### config.mk
export PLATFORM = sky130hd
export DESIGN_NAME = aisc_top
export DESIGN_NICKNAME = d
export VERILOG_FILES = /design/src/aisc_scan_step.v /design/src/aisc_top.v
export VERILOG_INCLUDE_DIRS = /design/src
export SDC_FILE = /design/constraint.sdc
export NUM_CORES = 1
export LEC_CHECK = 0
export BUFFER_PORTS_ARGS = -buffer_cell sky130_fd_sc_hd__buf_2
export CAP_MARGIN = 20
export CORE_ASPECT_RATIO = 0.7
export CORE_MARGIN = 4
export CORE_UTILIZATION = 45
export CTS_BUF_LIST = sky130_fd_sc_hd__clkbuf_4
export CTS_CLUSTER_SIZE = 10
export DETAILED_ROUTE_END_ITERATION = 12
export RECOVER_POWER = 50
export SYNTH_ARGS = -nofsm -noshare
export SYNTH_HDL_FRONTEND = slang
export SYNTH_SLANG_ARGS = --single-unit
### constraint.sdc
create_clock -name clk -period 15.2 [get_ports clk]
set_input_delay 1.52 -clock clk [delete_from_list [all_inputs] [get_ports clk]]
set_output_delay 1.52 -clock clk [all_outputs]
set_load 0.02 [all_outputs]
### src/aisc_defines.vh
// register map, field positions and reset values of the input select block
`ifndef AISC_DEFINES_VH
`define AISC_DEFINES_VH

// byte addresses on the register bus
`define AISC_ADDR_DEPTH 8'h00
`define AISC_ADDR_AUX 8'h04
`define AISC_ADDR_MAIN 8'h08
`define AISC_ADDR_SCANH 8'h0c
`define AISC_ADDR_SCANL 8'h10
`define AISC_ADDR_CTRL 8'h14
`define AISC_ADDR_STAT 8'h18

// writable bit masks of each register except the read-only status register
`define AISC_MASK_DEPTH 16'h0007
`define AISC_MASK_AUX 16'h0707
`define AISC_MASK_MAIN 16'h9f9f
`define AISC_MASK_MAIN2 16'h8f8f
`define AISC_MASK_CTRL 16'h0f0f
`define AISC_MASK_CTRL_WIDE 16'h0f03
`define AISC_MASK_SCAN 16'hffff

// reset values
`define AISC_RST16 16'h0000

// aux select fields
`define AISC_AUX_NEG_B 10:9
`define AISC_AUX_POS_B 8
`define AISC_AUX_NEG_A 2:1
`define AISC_AUX_POS_A 0

// main select fields
`define AISC_MAIN_NEG_B 15
`define AISC_MAIN_POS_B 12:8
`define AISC_MAIN_NEG_A 7
`define AISC_MAIN_POS_A 4:0

// control fields
`define AISC_CTL_ALT 0
`define AISC_CTL_SCAN 1
`define AISC_CTL_USED 3:2
`define AISC_CTL_WIDE 8

// aux input numbers
`define AISC_AUX_POS_LO 5'h00
`define AISC_AUX_POS_HI 5'h03
`define AISC_AUX_NEG_LO 5'h06
`define AISC_AUX_NEG_HI 5'h09
`define AISC_IN_AN1 5'h01

// channel enable patterns
`define AISC_CH_ONE 4'h1
`define AISC_CH_TWO 4'h3
`define AISC_CH_ALL 4'hf

`endif

### src/aisc_scan_step.v
// finds the next enabled scan input after the current one, wrapping
`timescale 1ns/100ps
module aisc_scan_step #(
  parameter N = 32,
  parameter W = 5
) (
  // mask and position
  input wire [N-1:0] mask,
  input wire [W-1:0] cur,
  // result
  output reg [W-1:0] next,
  output reg found
);
  integer i;
  integer k;

  // scan from cur+1 upward, wrapping, first set bit wins
  always @* begin
    next = cur;
    found = 1'b0;
    for (i = N; i >= 1; i = i - 1) begin
      k = (cur + i) % N;
      if (mask[k]) begin
        next = k[W-1:0];
        found = 1'b1;
      end
    end
  end
endmodule

### src/aisc_top.v
// converter input select registers with apb access and mux select outputs
`timescale 1ns/100ps
`include "aisc_defines.vh"
module aisc_top #(
  parameter NUM_INPUTS = 32,
  parameter SECOND_CONVERTER = 0
) (
  // clock and reset
  input wire clk,
  input wire reset,
  // apb slave
  input wire psel,
  input wire penable,
  input wire pwrite,
  input wire [7:0] paddr,
  input wire [31:0] pwdata,
  output reg [31:0] prdata,
  output reg pready,
  output reg pslverr,
  // converter sequencer
  input wire sample_done,
  // mux selects for channel 0
  output reg [4:0] main_pos_input,
  output reg main_pos_to_ref,
  output reg main_neg_an1,
  // mux selects for channels 1 to 3
  output reg [4:0] aux_pos_base,
  output reg [4:0] aux_neg_base,
  output reg aux_neg_to_ref,
  // sequencing and dma
  output reg [3:0] channel_enable,
  output reg [7:0] buffer_words,
  output reg sample_set_b
);
  // register state
  reg [15:0] depth_reg;
  reg [15:0] aux_reg;
  reg [15:0] main_reg;
  reg [15:0] scanh_reg;
  reg [15:0] scanl_reg;
  reg [15:0] ctrl_reg;
  reg set_b_reg;
  reg [4:0] scan_ptr_reg;
  reg [4:0] scan_ptr_next;
  reg set_b_next;

  // decoded bus strobes, control bits and scan mask
  wire access = psel & penable & ~pready;
  wire wr_en = psel & penable & pready & pwrite;
  wire [15:0] wdata = pwdata[15:0];
  wire wide_mode = ctrl_reg[`AISC_CTL_WIDE];
  wire alt_on = ctrl_reg[`AISC_CTL_ALT];
  wire scan_on = ctrl_reg[`AISC_CTL_SCAN];
  wire [31:0] scan_mask = {scanh_reg, scanl_reg};

  // masks that track mode and converter instance
  wire [15:0] main_mask = (SECOND_CONVERTER != 0) ? `AISC_MASK_MAIN2 : `AISC_MASK_MAIN;
  wire [15:0] ctrl_rd_mask = wide_mode ? `AISC_MASK_CTRL_WIDE : `AISC_MASK_CTRL;
  wire [15:0] aux_rd = wide_mode ? `AISC_RST16 : aux_reg;

  // next scan input search
  wire [4:0] step_next;
  wire step_found;
  wire [4:0] first_next;
  wire first_found;

  aisc_scan_step #(
    .N(32),
    .W(5)
  ) u_step (
    .mask(scan_mask),
    .cur(scan_ptr_reg),
    .next(step_next),
    .found(step_found)
  );

  // search from the top so the lowest enabled input comes first
  aisc_scan_step #(
    .N(32),
    .W(5)
  ) u_first (
    .mask(scan_mask),
    .cur(5'h1f),
    .next(first_next),
    .found(first_found)
  );

  // register writes, unimplemented bits dropped
  always @(posedge clk or posedge reset) begin
    if (reset) begin
      depth_reg <= `AISC_RST16;
      aux_reg <= `AISC_RST16;
      main_reg <= `AISC_RST16;
      scanh_reg <= `AISC_RST16;
      scanl_reg <= `AISC_RST16;
      ctrl_reg <= `AISC_RST16;
    end else if (wr_en) begin
      if (paddr == `AISC_ADDR_DEPTH) begin
        depth_reg <= wdata & `AISC_MASK_DEPTH;
      end else if (paddr == `AISC_ADDR_AUX) begin
        if (!wide_mode) begin
          aux_reg <= wdata & `AISC_MASK_AUX;
        end
      end else if (paddr == `AISC_ADDR_MAIN) begin
        main_reg <= wdata & main_mask;
      end else if (paddr == `AISC_ADDR_SCANH) begin
        scanh_reg <= wdata & `AISC_MASK_SCAN;
      end else if (paddr == `AISC_ADDR_SCANL) begin
        scanl_reg <= wdata & `AISC_MASK_SCAN;
      end else if (paddr == `AISC_ADDR_CTRL) begin
        if (wdata[`AISC_CTL_WIDE]) begin
          ctrl_reg <= wdata & `AISC_MASK_CTRL_WIDE;
        end else begin
          ctrl_reg <= wdata & `AISC_MASK_CTRL;
        end
      end
    end
  end

  // apb answer: one wait cycle, then data and ready from flops
  always @(posedge clk or posedge reset) begin
    if (reset) begin
      pready <= 1'b0;
      pslverr <= 1'b0;
      prdata <= 32'h00000000;
    end else begin
      pready <= access;
      pslverr <= 1'b0;
      prdata <= 32'h00000000;
      if (access) begin
        if (paddr == `AISC_ADDR_DEPTH) begin
          prdata <= {16'h0000, depth_reg};
        end else if (paddr == `AISC_ADDR_AUX) begin
          prdata <= {16'h0000, aux_rd};
        end else if (paddr == `AISC_ADDR_MAIN) begin
          prdata <= {16'h0000, main_reg};
        end else if (paddr == `AISC_ADDR_SCANH) begin
          prdata <= {16'h0000, scanh_reg};
        end else if (paddr == `AISC_ADDR_SCANL) begin
          prdata <= {16'h0000, scanl_reg};
        end else if (paddr == `AISC_ADDR_CTRL) begin
          prdata <= {16'h0000, ctrl_reg & ctrl_rd_mask};
        end else if (paddr == `AISC_ADDR_STAT) begin
          prdata <= {16'h0000, 2'h0, scan_ptr_reg, set_b_reg, 8'h00};
        end else begin
          pslverr <= 1'b1; // unmapped address
        end
      end
    end
  end

  // sample set and scan position for the next sample
  always @* begin
    set_b_next = set_b_reg;
    scan_ptr_next = scan_ptr_reg;
    if (!alt_on) begin
      set_b_next = 1'b0;
    end else if (sample_done) begin
      set_b_next = ~set_b_reg;
    end
    if (!scan_on) begin
      scan_ptr_next = first_found ? first_next : 5'h00;
    end else if (sample_done && !set_b_reg && step_found) begin
      scan_ptr_next = step_next;
    end
  end

  always @(posedge clk or posedge reset) begin
    if (reset) begin
      set_b_reg <= 1'b0;
      scan_ptr_reg <= 5'h00;
    end else begin
      set_b_reg <= set_b_next;
      scan_ptr_reg <= scan_ptr_next;
    end
  end

  // selected set fields
  reg [4:0] pos_sel;
  reg neg_sel;
  reg aux_pos_sel;
  reg [1:0] aux_neg_sel;

  always @* begin
    if (set_b_next) begin
      pos_sel = main_reg[`AISC_MAIN_POS_B];
      neg_sel = main_reg[`AISC_MAIN_NEG_B];
      aux_pos_sel = aux_reg[`AISC_AUX_POS_B];
      aux_neg_sel = aux_reg[`AISC_AUX_NEG_B];
    end else begin
      pos_sel = scan_on ? scan_ptr_next : main_reg[`AISC_MAIN_POS_A];
      neg_sel = main_reg[`AISC_MAIN_NEG_A];
      aux_pos_sel = aux_reg[`AISC_AUX_POS_A];
      aux_neg_sel = aux_reg[`AISC_AUX_NEG_A];
    end
    if (SECOND_CONVERTER != 0) begin
      pos_sel[4] = 1'b0;
    end
    if (wide_mode) begin
      aux_pos_sel = 1'b0;
      aux_neg_sel = 2'b00;
    end
  end

  // registered mux selects, stable between events
  always @(posedge clk or posedge reset) begin
    if (reset) begin
      main_pos_input <= 5'h00;
      main_pos_to_ref <= 1'b0;
      main_neg_an1 <= 1'b0;
      aux_pos_base <= `AISC_AUX_POS_LO;
      aux_neg_base <= `AISC_AUX_POS_LO;
      aux_neg_to_ref <= 1'b1;
      channel_enable <= `AISC_CH_ONE;
      buffer_words <= 8'h01;
      sample_set_b <= 1'b0;
    end else begin
      main_pos_input <= pos_sel;
      main_pos_to_ref <= ({27'h0, pos_sel} >= NUM_INPUTS);
      main_neg_an1 <= neg_sel;
      aux_pos_base <= aux_pos_sel ? `AISC_AUX_POS_HI : `AISC_AUX_POS_LO;
      if (aux_neg_sel == 2'b11) begin
        aux_neg_base <= `AISC_AUX_NEG_HI;
        aux_neg_to_ref <= 1'b0;
      end else if (aux_neg_sel == 2'b10) begin
        aux_neg_base <= `AISC_AUX_NEG_LO;
        aux_neg_to_ref <= 1'b0;
      end else begin
        aux_neg_base <= `AISC_AUX_POS_LO;
        aux_neg_to_ref <= 1'b1;
      end
      if (wide_mode || ctrl_reg[`AISC_CTL_USED] == 2'b00) begin
        channel_enable <= `AISC_CH_ONE;
      end else if (ctrl_reg[`AISC_CTL_USED] == 2'b01) begin
        channel_enable <= `AISC_CH_TWO;
      end else begin
        channel_enable <= `AISC_CH_ALL;
      end
      buffer_words <= 8'h01 << depth_reg[2:0];
      sample_set_b <= set_b_next;
    end
  end
endmodule

# After elaboration in Yosys (flattened, before gate mapping)
# Index checks and enable logic that the tools add are counted.
[totals]
ff_bits = 131
inputBits = 46
out_inout_bits = 65
elab_cells = 346
[classes]
add_sub_neg = 32
n_lt_le_gt_ge = 32
n_eq_ne = 9
shift = 1
muxes = 229
bitwise_logic = 13
reduce_logical = 12
[op_table]
columns = ["cell", "count"]
rows = [
  ["2-to-1 mux 5 bit", 53],
  ["< comparator 5 x 6 -> 1 bit, second input constant", 32],
  ["binary-select mux 1 bit (select 5 bit)", 32],
  ["2-to-1 mux 1 bit", 112],
  ["2-to-1 mux 16 bit", 7],
  ["adder 5 bit, second input constant", 16],
  ["2-to-1 mux 4 bit", 12],
  ["adder 5 x 4 -> 5 bit, second input constant", 8],
  ["equality test 8 x 5 -> 1 bit, second input constant", 3],
  ["adder 5 x 3 -> 5 bit, second input constant", 4],
  ["equality test 8 x 4 -> 1 bit, second input constant", 2],
  ["2-to-1 mux 3 bit", 5],
  ["2-to-1 mux 14 bit", 1],
  ["AND 12 bit", 1],
  ["2-to-1 mux 11 bit", 1],
  ["adder 5 x 1 -> 5 bit, second input constant", 2],
  ["adder 5 x 2 -> 5 bit, second input constant", 2],
  ["2-to-1 mux 2 bit", 5],
  ["2-to-1 mux 9 bit", 1],
  ["equality test 8 x 3 -> 1 bit, second input constant", 1],
  ["zero test 8 bit", 1],
  ["inverter 1 bit", 8],
  ["AND reduction 4 bit", 2],
  ["<< shifter 1 x 3 -> 8 bit, first input constant", 1],
  ["11 further kinds", 16],
]

# Depth between registers and ports, before layout
[logic_depth]
ltp_word = 40
ltp_mapped = 22
depth_no_buf = 14

# Modules after synthesis
# A second synthesis with hierarchy kept.
[hier_totals]
hier_cells = 1714
hier_area_um2 = 15959.1
[modules_own_cells]
columns = ["module", "instances", "cells_per_inst", "area_per_inst_um2", "seq_area_each_um2"]
rows = [
  ["aisc_scan_step", 2, 652, 5519.0, 0.0],
  ["aisc_top", 1, 410, 4921.0, 2630.0],
]

# Least setup slack after synthesis
# Ideal clock, no wire load.
[synth_timing]
path_type = "flip-flop to flip-flop"
startpoint = "register scan_ptr_reg[0]"
endpoint = "register main_pos_input[0]"
setup_ps = 69
arrival_time_ps = 5333
t_required_ps = 15131
setup_slack_ps = 9797
path_stages_with_launch = 21
path_buffers = 8
synth_period_minus_slack_ps = 5403
cell_sequence = "dfrtp_1 > buf_4 > buf_6 > buf_6 > clkinv_1 > buf_2 > buf_1 > ha_1 > buf_2 > buf_1 > mux4_2 > mux4_2 > mux2_2 > or4_1 > nor4_2 > and4b_1 > or2b_1 > buf_6 > a311oi_2 > or4_1 > nand3_1"
[synth_via]
elab_chain_cells = 40
word_cells_on_any_way = 165
cone_classes = "32 x add/sub; 132 x mux; 1 x reduce/logical"
[synth_lines]
columns = ["element", "line_no", "text"]
rows = [
  ["start: declaration", "aisc_top.v:43", "reg [4:0] scan_ptr_reg;"],
  ["start signal: assignment", "aisc_top.v:174", "scan_ptr_reg <= scan_ptr_next;"],
  ["adder 5 x 1 -> 5 bit", "aisc_scan_step.v:22", "k = (cur + i) % N;"],
  ["binary-select mux 1 bit (select 5 bit)", "aisc_scan_step.v:23", "if (mask[k]) begin"],
  ["2-to-1 mux 1 bit (not written as such)", "aisc_scan_step.v:23", ""],
  ["2-to-1 mux 1 bit (32 in series)", "aisc_scan_step.v:23", ""],
  ["logical AND 1 bit", "aisc_top.v:163", "end else if (sample_done && !set_b_reg && step_found) begin"],
  ["2-to-1 mux 5 bit (*)", "aisc_top.v:163", ""],
  ["2-to-1 mux 5 bit (*)", "aisc_top.v:161", "if (!scan_on) begin"],
  ["2-to-1 mux 5 bit (*)", "aisc_top.v:191", "pos_sel = scan_on ? scan_ptr_next : main_reg[`AISC_MAIN_POS_A];"],
  ["2-to-1 mux 5 bit (*)", "aisc_top.v:185", "if (set_b_next) begin"],
  ["named net pos_sel[0]", "aisc_top.v:179", "reg [4:0] pos_sel;"],
  ["end signal: assignment", "aisc_top.v:218", "main_pos_input <= pos_sel;"],
  ["end: declaration", "aisc_top.v:23", "output reg [4:0] main_pos_input,"],
]
# The timed path passes the listed nets; every way through them passes the cells marked *. The select of a mux whose other input is x is not followed.
# A chain may end at the register's enable or synchronous reset.

# Final worst setup path
[layout_timing]
startpoint = "register scan_ptr_reg[0]"
endpoint = "register scan_ptr_reg[1]"
[layout_via]
elab_chain_cells = 38
word_cells_on_any_way = 163
cone_classes = "32 x add/sub; 130 x mux; 1 x reduce/logical"
[layout_lines]
columns = ["element", "line_no", "text"]
rows = [
  ["adder 5 x 1 -> 5 bit", "aisc_scan_step.v:22", ""],
  ["binary-select mux 1 bit (select 5 bit)", "aisc_scan_step.v:23", ""],
  ["2-to-1 mux 1 bit (not written as such)", "aisc_scan_step.v:23", ""],
  ["2-to-1 mux 1 bit (32 in series)", "aisc_scan_step.v:23", ""],
  ["logical AND 1 bit", "aisc_top.v:163", ""],
  ["2-to-1 mux 5 bit (*)", "aisc_top.v:163", ""],
  ["2-to-1 mux 5 bit (*)", "aisc_top.v:161", ""],
  ["named net scan_ptr_next[1]", "aisc_top.v:44", "reg [4:0] scan_ptr_next;"],
]
# Marked as above.

==> impl_metrics.csv <==
group,metric,value,unit
status,run_status,"finished, violations left",
status,violations,"max-capacitance violations, max-slew violations",
flow_run,maxCapViolations,1,
global_routing,met3_usage,16.3,%
timing,skew,0.0194,ns
worst_setup_path,crit_path_end_kind,"flop",
clocking,h-tree-depth,3,
clocking,cts_resized,0,
synthesis,synth_xor_xnor_area_share,2.53,%
drt,wl_per_cell,28.0,microns
clocking,cts_max_path_buffers,2,
placement,portBuffers,72,
die,io_pins,111,
min_path,hold_class,"flop to flop",
die,start_util,46.2,%
synthesis,synthArstFlopShare,100,%
layout,syn_to_final_growth,5.53,%
global_routing,use_met1,47.7,%
global_routing,first_global_vias,9515,
timing,min_period,6.29,ns
clocking,numCtsBuffers,9,
global_routing,grt_overflow_total,0,
synthesis,synth-compound-area-share,17.7,%
timing,finalSetupViolations,0,
synthesis,synth_top_family_by_area,"multiplexers",
timing,slew_viol_final,75,
drt,drt-total-wl,42.9,mm
drt,drt_iter0_drc,1717,
global_routing,grt_max_degree,75,
min_path,hold-path-cell-count,1,
worst_setup_path,crit_type,"flop to flop",
clocking,post_cts_buffers,0,
layout,drive_above_1_share,22.5,%
die,core_area,23900,sq um
clocking,cts_tree,"yes",
timing,fmax,159,MHz
timing,hold_viol,0,
worst_setup_path,crit_path_start_kind,"flop",
timing,relSlewSlack,-160,%
timing,worst_pin_slew,3.89,ns
worst_setup_path,slowest_stage,"mux4_2",
synthesis,synth-edff-count,0,
synthesis,synth_area_per_cell,9.27,sq um
global_routing,grtUsageTotal,30.6,%
drt,drc,0,
clocking,cts.sink_count,105,
synthesis,synthAdderAreaFrac,1.58,%
worst_setup_path,rr_worst_depth,16,
clocking,clk_pin_slew,0.17,ns
timing,rsz0062_at_grt,"no",
synthesis,synthSimpleGateAreaFrac,15.4,%
layout,fin_area,11700,sq um
clocking,hold_buffers,0,
worst_setup_path,worst-path-stages,16,
global_routing,met2_usage,37.3,%
layout,post-route-util,48.8,%
worst_setup_path,crit_family,"multiplexers",
drt,vias_per_cell,6.88,
layout,diodes,0,
worst_setup_path,path_cells,"buf_4 -> clkinv_1 -> buf_4 -> ha_1 -> buf_4 -> mux4_2 -> mux2i_1 -> mux2i_1 -> mux2_1 -> or4b_4 -> nor4_2 -> and4b_1 -> or2b_1 -> a211oi_1 -> a311oi_1 -> o31ai_1",
die,die_h,139,microns
die,die-area,27200,sq um
global_routing,antenna_found_initial,0,
synthesis,ys.flop_type,"dfrtp_1",
global_routing,grt-busiest-layer,"met1",
placement,placed_area,11500,sq um
synthesis,ys_seq_area_share,23.8,%
synthesis,synthesis.area,11100,sq um
die,rows,47,
layout,final_nets,1267,
placement,gp_routability_congestion,1.02,
global_routing,grt_pass1_wl,63.2,mm
placement,dp_hpwl,32.4,mm
synthesis,synthCells,1194,
worst_setup_path,critPathMaxFanout,45,
clocking,cts_root_buf,"clkbuf_4",
synthesis,yosysUniqueCellTypes,83,
worst_setup_path,cp.required,15.55,ns
clocking,clk_latency,0.47,ns
timing,period_share,41.4,%
die,die_x,195,microns
drt,antenna_left,0,
synthesis,ys_warn_count,0,
worst_setup_path,path_common_cell,"buf_4",
drt,vias,10500,
synthesis,ys_seq_elements,105,
worst_setup_path,path_buf_inv,4,
worst_setup_path,slowest_delay,0.71,ns
worst_setup_path,crit_arrival,6.63,ns
timing,tns,0,ns
drt,firstDrtPassIters,6,
synthesis,synthMuxAreaShare,31.9,%
layout make-up:
class,instances,area [sq um]
inverter,41,155
clock buffer,9,67.6
timing repair buffer,105,593
clock inverter,7,98.8
sequential,105,2630
tap,318,398
multi-input combinational,945,7730
fill,2307,12300
metrics by stage:
step,worst slack [ns],std cells,hold WS (ns)
finish,8.91,1530,0.526
global route,8.61,1530,0.553
CTS,9.09,1530,0.531
detailed placement,9.13,1514,0.497
global placement,9.11,1514,0.494
floorplan,9.80,1214,0.456
synth_stat cells (8+ instances only):
cell	number	area (sq um)
nor2b_1	19	119
clkbuf_1	75	282
nor2_1	76	285
and2_1	11	68.8
buf_1	8	30.0
a2111oi_0	10	87.6
nand2b_1	14	87.6
a21o_1	12	90.1
o21ai_0	65	325
nand4_1	10	62.6
buf_4	31	233
inv_1	36	135
nand3_1	24	120
mux2_2	72	811
a211oi_1	10	75.1
mux4_2	75	1690
mux2i_1	83	831
a21oi_1	62	310
nor4_1	9	56.3
o22ai_1	15	93.8
a211o_1	8	70.1
ha_1	14	175
nor3_1	32	160
o211ai_1	11	82.6
dfrtp_1	103	2580
and3_1	10	62.6
nand2_1	110	413
xnor2_1	22	193
xor2_1	10	87.6
a22oi_1	12	90.1
final timing paths:
path | from | slack [ns] | end
setup / recovery | scan_ptr_reg[0] | 8.91 | scan_ptr_reg[1]
hold reg to reg | ctrl_reg[11] | 0.53 | ctrl_reg[11]
hold / removal | ctrl_reg[11] | 0.53 | ctrl_reg[11]
max in group asynchronous | reset | 9.67 | scanh_reg[11]
setup reg to reg | scan_ptr_reg[0] | 8.91 | scan_ptr_reg[1]
min in group asynchronous | reset | 1.30 | channel_enable[2]
cell usage in the layout, fill, tap and decap left out, drive strengths merged, types with 19 or more instances in the layout:
cell type and n:
nand3 24, mux2 73, clkbuf 19, nor2 76
nand2 110, o21ai 68, mux2i 83, nor3 32
xnor2 22, conb 22, dfrtp 103, nor2b 19
inv 40, buf 95, a21oi 62, mux4 82
cells by family (layout without fill, tap and decap cells):
family / after synthesis / after routing
other: 2 / 22
AOI/OAI and AO/OA: 290 / 290
DFF: 105 / 105
xor gates and xnor gates: 32 / 32
muxes: 238 / 238
buffers and inverters: 164 / 162
adders and majority gates: 14 / 14
and+or+nand+nor: 349 / 349
metal layers:
layer  vias up  wire, microns
li1       4516              -
met1      5165          18900
met2       792          16000
met3        51           7580
met4         0            406
met5         -              0
Power is not shown: default switching activity piles up to over one toggle a cycle in this logic, so the estimate is an artifact.
